==> src/sleep_pkg.sv <==
// Constants for the pin-controlled power-down hold block
// How it works
// Sleep pin acts only when configured so
// Power-down lasts while enabled pin is high
// Outputs and internal state latched and held
// Tristated outputs stay tristated throughout power-down
// All inputs except sleep pin ignored
// Pin hold latches keep last level
// Enable is static configuration, not runtime
// Sleep pin level never feeds logic array
// Sleep pin macrocell stays usable otherwise
// Outputs valid within 1 us after release
// Two sleep pins, each also general I/O
// Resume from held state after recovery
package sleep_pkg;
   localparam int CLK_PERIOD_NS = 10;
   localparam int RECOVERY_US = 1;
   localparam int RECOVERY_CYCLES = (RECOVERY_US * 1000) / CLK_PERIOD_NS;
   localparam int PIN_COUNT = 8;
   localparam int SLEEP_PIN_COUNT = 2;
   localparam int CNT_W = 8;
   typedef enum logic [1:0] {
      ST_RUN,
      ST_SLEEP,
      ST_RECOVER
   } pd_state_t;
endpackage : sleep_pkg

==> src/pin_hold_latch.sv <==
// Per-pin hold register: tracks live level or keeps last level
`timescale 1ns/1ps
`default_nettype none
module pin_hold_latch #(
   parameter int W = 8
) (
   input wire logic clk, // Clock
   input wire logic reset_n, // Async reset, active low
   input wire logic hold, // Keep last level
   input wire logic [W-1:0] d, // Live level
   output logic [W-1:0] q // Held or tracked level
);
   // Track while running, freeze while holding
   always_ff @(posedge clk or negedge reset_n) begin
      if (!reset_n) begin
         q <= '0;
      end else if (!hold) begin
         q <= d;
      end
   end
endmodule : pin_hold_latch
`default_nettype wire

==> src/pin_power_down_hold.sv <==
// Power-down sequencer with output and pin hold for a small logic device
`timescale 1ns/1ps
`default_nettype none
module pin_power_down_hold
   import sleep_pkg::*;
#(
   parameter int W = sleep_pkg::PIN_COUNT,
   parameter int RECOVERY = sleep_pkg::RECOVERY_CYCLES
) (
   input wire logic clk, // 100 MHz clock
   input wire logic reset_n, // Async reset, active low
   input wire logic [sleep_pkg::SLEEP_PIN_COUNT-1:0] sleep_cfg_en, // Static power-down enables
   input wire logic [sleep_pkg::SLEEP_PIN_COUNT-1:0] sleep_pin_i, // Sleep pin levels
   output logic [sleep_pkg::SLEEP_PIN_COUNT-1:0] sleep_pin_o, // Sleep pin I/O drive
   output logic [sleep_pkg::SLEEP_PIN_COUNT-1:0] sleep_pin_oe, // Sleep pin I/O enable
   input wire logic [sleep_pkg::SLEEP_PIN_COUNT-1:0] sleep_fn_o, // Logic drive for sleep pins
   input wire logic [sleep_pkg::SLEEP_PIN_COUNT-1:0] sleep_fn_oe, // Logic enable for sleep pins
   output logic [sleep_pkg::SLEEP_PIN_COUNT-1:0] sleep_fn_i, // Sleep pin level to logic
   input wire logic [W-1:0] pin_i, // General I/O pin levels
   output logic [W-1:0] pin_o, // General I/O drive
   output logic [W-1:0] pin_oe, // General I/O enable
   input wire logic [W-1:0] core_o, // Logic array output data
   input wire logic [W-1:0] core_oe, // Logic array output enables
   output logic [W-1:0] core_i, // Pin levels presented to logic
   output logic core_run, // Logic may advance its state
   output logic powered_down, // Power-down active
   output logic outputs_valid // Recovery complete
);
   pd_state_t state_ff;
   pd_state_t nxt_state;
   logic [CNT_W-1:0] cnt_ff;
   logic sleep_req;
   logic [W-1:0] held_pins;
   logic [SLEEP_PIN_COUNT-1:0] held_sleep_pins;
   logic recover_done;
   logic hold_now;

   // Running test shared by hold, output and status logic
   function automatic logic is_run(input pd_state_t st);
      return (st == ST_RUN);
   endfunction : is_run

   // Asleep test shared by status logic
   function automatic logic is_sleep(input pd_state_t st);
      return (st == ST_SLEEP);
   endfunction : is_sleep

   // Last recovery cycle; counter restarts if sleep comes back
   assign recover_done = (cnt_ff == CNT_W'(RECOVERY - 1));

   // Latches hold from the entry edge on, not one cycle later
   assign hold_now = !is_run(nxt_state);

   // Only configured pins may request sleep; either pin suffices
   assign sleep_req = |(sleep_cfg_en & sleep_pin_i);

   // Power-down sequencing
   // Sleep during recovery wins, so a short wake never half-resumes
   always_comb begin
      nxt_state = state_ff;
      unique case (state_ff)
         ST_RUN: begin
            if (sleep_req) begin
               nxt_state = ST_SLEEP;
            end
         end
         ST_SLEEP: begin
            if (!sleep_req) begin
               nxt_state = ST_RECOVER;
            end
         end
         ST_RECOVER: begin
            if (sleep_req) begin
               nxt_state = ST_SLEEP;
            end else if (recover_done) begin
               nxt_state = ST_RUN;
            end
         end
      endcase
   end

   always_ff @(posedge clk or negedge reset_n) begin
      if (!reset_n) begin
         state_ff <= ST_RUN;
      end else begin
         state_ff <= nxt_state;
      end
   end

   // Recovery timer; no reset of held state on wake
   always_ff @(posedge clk or negedge reset_n) begin
      if (!reset_n) begin
         cnt_ff <= '0;
      end else if (state_ff == ST_RECOVER && nxt_state == ST_RECOVER) begin
         cnt_ff <= cnt_ff + CNT_W'(1);
      end else begin
         cnt_ff <= '0;
      end
   end

   // Hold pin levels while not running so pins never float
   pin_hold_latch #(.W(W)) u_pin_hold (
      .clk(clk),
      .reset_n(reset_n),
      .hold(hold_now),
      .d(pin_i),
      .q(held_pins)
   );

   // Sleep pins also general I/O; config-enabled ones never reach logic
   pin_hold_latch #(.W(SLEEP_PIN_COUNT)) u_sleep_hold (
      .clk(clk),
      .reset_n(reset_n),
      .hold(hold_now),
      .d(sleep_pin_i & ~sleep_cfg_en),
      .q(held_sleep_pins)
   );

   // Inputs to logic: frozen copy, so changes during sleep have no effect
   // Costs two cycles of input latency from pin_i, but no glitch reaches the logic
   always_ff @(posedge clk or negedge reset_n) begin
      if (!reset_n) begin
         core_i <= '0;
      end else begin
         core_i <= held_pins;
      end
   end

   // Sleep pin level to logic; enabled pins always read low
   always_ff @(posedge clk or negedge reset_n) begin
      if (!reset_n) begin
         sleep_fn_i <= '0;
      end else begin
         sleep_fn_i <= held_sleep_pins;
      end
   end

   // General pin data freezes at its last running value
   always_ff @(posedge clk or negedge reset_n) begin
      if (!reset_n) begin
         pin_o <= '0;
      end else if (is_run(nxt_state)) begin
         pin_o <= core_o;
      end
   end

   // Enables freeze too, so a pin in high-Z stays in high-Z
   always_ff @(posedge clk or negedge reset_n) begin
      if (!reset_n) begin
         pin_oe <= '0;
      end else if (is_run(nxt_state)) begin
         pin_oe <= core_oe;
      end
   end

   // Macrocell drive still available when the pin is not a sleep control
   always_ff @(posedge clk or negedge reset_n) begin
      if (!reset_n) begin
         sleep_pin_o <= '0;
      end else if (is_run(nxt_state)) begin
         sleep_pin_o <= sleep_fn_o;
      end
   end

   // Enabled sleep pins never drive; the others act as general I/O
   always_ff @(posedge clk or negedge reset_n) begin
      if (!reset_n) begin
         sleep_pin_oe <= '0;
      end else if (is_run(nxt_state)) begin
         sleep_pin_oe <= sleep_fn_oe & ~sleep_cfg_en;
      end
   end

   // Run gating; logic must freeze its registers when low
   // No reset on wake: held state simply carries on
   always_ff @(posedge clk or negedge reset_n) begin
      if (!reset_n) begin
         core_run <= 1'b1;
      end else begin
         core_run <= is_run(nxt_state);
      end
   end

   // Power-down flag covers the sleep state only, not recovery
   always_ff @(posedge clk or negedge reset_n) begin
      if (!reset_n) begin
         powered_down <= 1'b0;
      end else begin
         powered_down <= is_sleep(nxt_state);
      end
   end

   // Valid stays low through the whole recovery wait
   // so the controller never trusts outputs early
   always_ff @(posedge clk or negedge reset_n) begin
      if (!reset_n) begin
         outputs_valid <= 1'b1;
      end else begin
         outputs_valid <= is_run(nxt_state);
      end
   end
endmodule : pin_power_down_hold
`default_nettype wire

==> config.mk <==
export PLATFORM = sky130hd
export DESIGN_NAME = pin_power_down_hold
export DESIGN_NICKNAME = d
export VERILOG_FILES = /design/src/sleep_pkg.sv /design/src/pin_hold_latch.sv /design/src/pin_power_down_hold.sv
export SDC_FILE = /design/constraint.sdc
export NUM_CORES = 1
export LEC_CHECK = 0
export BUFFER_PORTS_ARGS = -buffer_cell sky130_fd_sc_hd__buf_2
export CAP_MARGIN = 20
export CORE_UTILIZATION = 52
export CTS_BUF_LIST = sky130_fd_sc_hd__clkbuf_2 sky130_fd_sc_hd__clkbuf_4 sky130_fd_sc_hd__clkbuf_8
export DETAILED_ROUTE_END_ITERATION = 8
export GPL_ROUTABILITY_DRIVEN = 0
export HOLD_SLACK_MARGIN = 0.08
export PLACE_DENSITY = 0.81
export RECOVER_POWER = 100
export SLEW_MARGIN = 20
export SYNTH_ARGS = -nofsm -noshare
export SYNTH_HDL_FRONTEND = slang
export SYNTH_SLANG_ARGS = --single-unit
==> constraint.sdc <==
create_clock -name clk -period 2.72 [get_ports clk]
set_clock_uncertainty 0.05 [all_clocks]
set_input_delay 0.272 -clock clk [delete_from_list [all_inputs] [get_ports clk]]
set_output_delay 0.272 -clock clk [all_outputs]
set_load 0.02 [all_outputs]
# [Word-level counts from Yosys, hierarchy flattened]
# Index checks and enable logic that the tools add are counted.
[classes] addsub=1 mux=6 n_eq_ne=5 n_bitwise=4 reduce_logical=4
[op_table] operator="adder 8 x 1 -> 8 bit (second input constant)" n=1
[op_table] operator="== test 8 x 7 -> 1 bit (second input constant)" n=1
[op_table] operator="2-to-1 mux 2 bit" n=4
[op_table] operator="2-to-1 mux 8 bit" n=1
[op_table] operator="AND 2 bit" n=3
[op_table] operator="one-hot mux 2 bit (3 select lines)" n=1
[op_table] operator="== test 2 x 1 -> 1 bit (second input constant)" n=2
[op_table] operator="== test 2 bit (second input constant)" n=2
[op_table] operator="zero test 2 bit" n=2
[op_table] operator="NOT 2 bit" n=1
[op_table] operator="OR reduction 2 bit" n=1
[op_table] operator="logical AND 1 bit" n=1
[totals] word_cells=32 ff_bits=52 inputBits=34 output_inout_bits=33

# [Depth between registers and ports, before layout]
[logic_depth] ltp_word=7 depth_mapped=10 ltp_nobuf=8

# [Modules after synthesis]
# Synthesis repeated with hierarchy kept, for this count alone.
[unflattened] cells_unflattened=137 area_unflattened_um2=2080.7
[modules_own_cells] module="pin_power_down_hold" area_each_um2=1676.6 seq_area_each_um2=1052.3 cells_per_inst=116 n_inst=1
[modules_own_cells] module="pin_hold_latch (u_pin_hold)" area_each_um2=331.6 seq_area_each_um2=200.2 cells_per_inst=17 n_inst=1
[modules_own_cells] module="pin_hold_latch (u_sleep_hold)" area_each_um2=72.6 seq_area_each_um2=50.0 cells_per_inst=4 n_inst=1

# [Least setup slack after synthesis]
# Ideal clock, no wire load.
[synth_path] path_kind="reg-to-reg" from="register state_ff[0]" to="register pin_o[0]" synth_period_minus_slack_ns=2.195 path_slack_ns=0.525 arrival_time_ns=2.020 path_stages_with_launch=10 required_time_ns=2.545 cell_sequence="dfrtp_1 > inv_1 > ha_1 > nor2_1 > a41oi_1 > a31o_2 > or2_1 > buf_6 > buf_12 > mux2_4"
[synth_rtl] element="start: declaration" line_no="pin_power_down_hold.sv:29" text="pd_state_t state_ff;"
[synth_rtl] element="start signal: assignment" line_no="pin_power_down_hold.sv:86" text="state_ff <= nxt_state;"
[synth_rtl] element="== test 2 bit (tied with other cells)" line_no="pin_power_down_hold.sv:61" text="unique case (state_ff)"
[synth_rtl] element="one-hot mux 2 bit (3 select lines) (*)" line_no="pin_power_down_hold.sv:61"
[synth_rtl] element="via nxt_state[1]" line_no="pin_power_down_hold.sv:30" text="pd_state_t nxt_state;"
[synth_rtl] element="zero test 2 bit (*)" line_no="pin_power_down_hold.sv:40" text="return (st == ST_RUN);"
[synth_rtl] element="end signal: assignment" line_no="pin_power_down_hold.sv:143" text="pin_o <= core_o;"
[synth_rtl] element="end: declaration" line_no="pin_power_down_hold.sv:20" text="output logic [W-1:0] pin_o,"
# Mark *: on every way through the listed nets, which the timed path passes. The rest lies on a longest branch.
# A chain may end at the register's enable or synchronous reset.

# [Worst setup path after layout]
[layout_path] from="register state_ff[0]" to="register u_pin_hold.q[3]"
[layout_via] elab_chain_len=4
[layout_rtl] element="2-to-1 mux 2 bit" line_no="pin_power_down_hold.sv:75" text="end else if (recover_done) begin"
[layout_rtl] element="2-to-1 mux 2 bit" line_no="pin_power_down_hold.sv:73" text="if (sleep_req) begin"
[layout_rtl] element="one-hot mux 2 bit (3 select lines) (*)" line_no="pin_power_down_hold.sv:61"
[layout_rtl] element="via nxt_state[0]" line_no="pin_power_down_hold.sv:30"
[layout_rtl] element="zero test 2 bit (*)" line_no="pin_power_down_hold.sv:40"
[layout_rtl] element="end signal: assignment" line_no="pin_hold_latch.sv:16" text="q <= '0;"
[layout_rtl] element="end signal: assignment" line_no="pin_hold_latch.sv:18" text="q <= d;"
[layout_rtl] element="end: declaration" line_no="pin_hold_latch.sv:11" text="output logic [W-1:0] q"
# Marks and branches as above.

==> flow_summary_export.csv <==
group,metric,value,unit
clock_tree,cts_tree,"built",
clock_tree,numCtsBuffers,5,
min_path,whs_endpoint,"pin_oe[2]$_DFFE_PN0P_",
power,p_sw_share,39.2,%
yosys,ys_seq_elements,52,
global_routing,antenna_found_initial,0,
layout,final_cell_mix,"51 x dfrtp_1, 34 x clkbuf_1, 32 x buf_2",
clock_tree,clock_path_buffers,2,
timing,rsz0062_at_grt,"no",
yosys,synth_area,2090,um^2
global_routing,grt_use_total,18.3,%
power,sequentialPowerShare,42.4,%
clock_tree,cts.sink_count,52,
detailed_routing,vias,1292,
timing,hold_viol_final,0,
worst_setup_path,worstReg2RegStart,"state_ff[0]$_DFF_PN0_",
timing,max_slew_margin,8.91,%
die,core,3770,um^2
worst_setup_path,crit_fanout,12,
timing,fin_tns_setup,0,ns
global_routing,grt_pass1_vias,1303,
outcome,status,"completed",
detailed_routing,route.detailed.drc,0,
timing,fmaxAchievable,406,MHz
min_path,holdCritStartpoint,"core_oe[2]",
detailed_routing,drt_iter0_drc,63,
clock_tree,clock_latency,0.30,ns
timing,fin_crit_sh,90.6,%
power,p_per_area,1230,nW/um^2
layout,fillers,322,
power,p_switching,1.17,mW
layout,final_common_cell,"dfrtp_1",
global_routing,grt_max_degree,28,
die,die_area,4290,um^2
yosys,synth.avg_cell_area,15.1,um^2
layout,synthToLayoutAreaGrowth,15.4,%
detailed_routing,ant_nets,0,
die,row_count,22,
min_path,hp-class,"in -> reg",
yosys,ys_seq_area_share,62.2,%
global_routing,overflow,0,
placed_design,dp_hpwl,2.49,mm
clock_tree,clk_root_buffer_cell,"clkbuf_8",
worst_setup_path,cp-end-kind,"flip-flop",
worst_setup_path,start_kind,"flip-flop",
die,start_util,55.5,%
detailed_routing,via_per_inst,4.97,
yosys,syn_nets,176,
yosys,ys_warn_count,0,
global_routing,grt_first_pass_wirelength,5.75,mm
power,vdd_drop_max,0.000876,V
die,pin_count,67,
power,p_leak,1.12,nW
worst_setup_path,r2r_end,"u_pin_hold.q[3]$_DFFE_PN0P_",
die,die_h,65.5,um
die,die_w,65.5,um
worst_setup_path,r2r_slack,0.26,ns
timing,slew_violations,0,
worst_setup_path,r2r_cells,9,
layout,fin_nets,248,
timing,worstMarginPinSlew,1.37,ns
power,p_int,1.81,mW
worst_setup_path,required,2.86,ns
timing,setup_viol,0,
min_path,holdPathStages,2,
layout,drive_gt1_share,24.5,%
power,combPwrFrac,43.1,%
yosys,syn_inst,139,
detailed_routing,routed_wl,3.35,mm
yosys,ys_types,24,
flow_run,drv_cap,0,
detailed_routing,first_pass_iters,4,
placed_design,placed_area,2440,um^2
worst_setup_path,critPathKind,"reg -> reg",
placed_design,numPortBuffers,66,
power,clkPwrFrac,14.5,%
clock_tree,clk_pin_slew,0.09,ns
worst_setup_path,cp.arrival,2.60,ns
detailed_routing,wl_per_cell,12.9,um
clock_tree,h-tree-depth,2,
timing,period_needed,2.46,ns
layout,antenna_cells,0,
layout,regArea,1300,um^2
layout,multi_input_area,624,um^2
layout,stdcell_area,2420,um^2
## worst max-delay path, stage by stage, from the launching register on
cell and delay, ns:
dfrtp_1 0.40, inv_1 0.06, ha_1 0.33, nor2_1 0.15, a41oi_1 0.14, nor2_1 0.19, inv_1 0.12, or2_2 0.32
clkbuf_2 0.24, mux2_1 0.36
## metal layers
layer | vias up | routed length (um) | GRT usage, %
li1 | 611 | - | -
met1 | 619 | 1410 | 23.9
met2 | 55 | 1680 | 29.3
met3 | 7 | 211 | 4.69
met4 | 0 | 53 | 7.34
met5 | - | 0 | 0
## flip-flops by register name (all words and copies together), names as in the netlist
name / count
cnt_ff: 8
u_sleep_hold.q: 2
powered_down: 1
pin_o: 8
u_pin_hold.q: 8
sleep_fn_i: 2
outputs_valid: 1
pin_oe: 8
sleep_pin_oe: 2
state_ff: 2
sleep_pin_o: 2
core_i: 8
## cells in the mapped netlist
master	count	share of area, %
a21oi_1	1	0.24
a22oi_1	1	0.36
a31o_2	1	0.42
a41oi_1	2	0.84
and3_1	1	0.30
buf_12	2	1.9
buf_4	1	0.36
buf_6	2	1.1
dfrtp_1	51	61
dfstp_2	1	1.3
ha_1	3	1.8
inv_1	6	1.1
mux2_2	1	0.54
mux2_4	25	18
nand2_1	2	0.36
nand2b_1	4	1.2
nand3_1	4	0.96
nor2_1	13	2.3
nor4b_2	1	0.72
o211a_1	1	0.48
o21ai_0	9	2.2
or2_1	1	0.30
xnor2_1	3	1.3
xor2_1	3	1.3
## layout make-up
cell class,count,area share [%]
clock buffer,6,3.16
clock inverter,2,0.673
inverter,6,0.932
multi-input combinational,76,25.8
sequential,52,53.9
tap,48,2.48
timing repair buffer,70,13.0
## cell families after synthesis
family,Yosys count,synth area share (%)
compound gates,15,4.48
xor+xnor,6,2.51
fa+ha+maj,3,1.79
buf+inv,11,4.42
flops,52,62.2
mux,26,18.5
simple gates,26,6.15
## power by group through the flow
stage	combinational, mW	sequential [mW]	clock, mW
floorplan	1.09	1.56	0
global placement	1.62	1.26	0
detailed placement	1.66	1.27	0
CTS	1.65	1.26	0.444
global route	1.41	1.30	0.480
finish	1.28	1.26	0.432
## how the worst max path moves through the flow
stage | from | to | slack [ns] | cells after the start
3_5_place_dp | state_ff[0]$_DFF_PN0_ | pin_oe[4]$_DFFE_PN0P_ | 0.29 | 9
5_1_grt | state_ff[0]$_DFF_PN0_ | u_pin_hold.q[3]$_DFFE_PN0P_ | 0.05 | 9
2_1_floorplan | state_ff[0]$_DFF_PN0_ | pin_o[0]$_DFFE_PN0P_ | 0.52 | 9
4_1_cts | state_ff[0]$_DFF_PN0_ | pin_oe[4]$_DFFE_PN0P_ | 0.26 | 9
6_report | state_ff[0]$_DFF_PN0_ | u_pin_hold.q[3]$_DFFE_PN0P_ | 0.26 | 9
3_3_place_gp | state_ff[0]$_DFF_PN0_ | pin_o[0]$_DFFE_PN0P_ | 0.38 | 8
## through the flow
stage | hold WS (ns) | total power, mW | cells | utilization, % | setup WS (ns)
after floorplan | -0.0736 | 2.65 | 139 | - | 0.525
after global placement | 0.247 | 2.88 | 251 | 64.6 | 0.384
after detailed placement | 0.250 | 2.92 | 251 | 64.6 | 0.288
after CTS | 0.140 | 3.36 | 260 | 67.4 | 0.263
after global routing | 0.122 | 3.19 | 260 | 64.1 | 0.0476
final | 0.130 | 2.97 | 260 | 64.1 | 0.257
## timing repair
| action | in CTS | in global routing |
|---|---|---|
| hold buffers | 1 | 0 |
| buffers inserted | 0 | 0 |
| endpoints found under the hold margin | 26 | 0 |
| gates resized for setup | 0 | 0 |
Note: power is estimated with default switching activity, not from simulation.
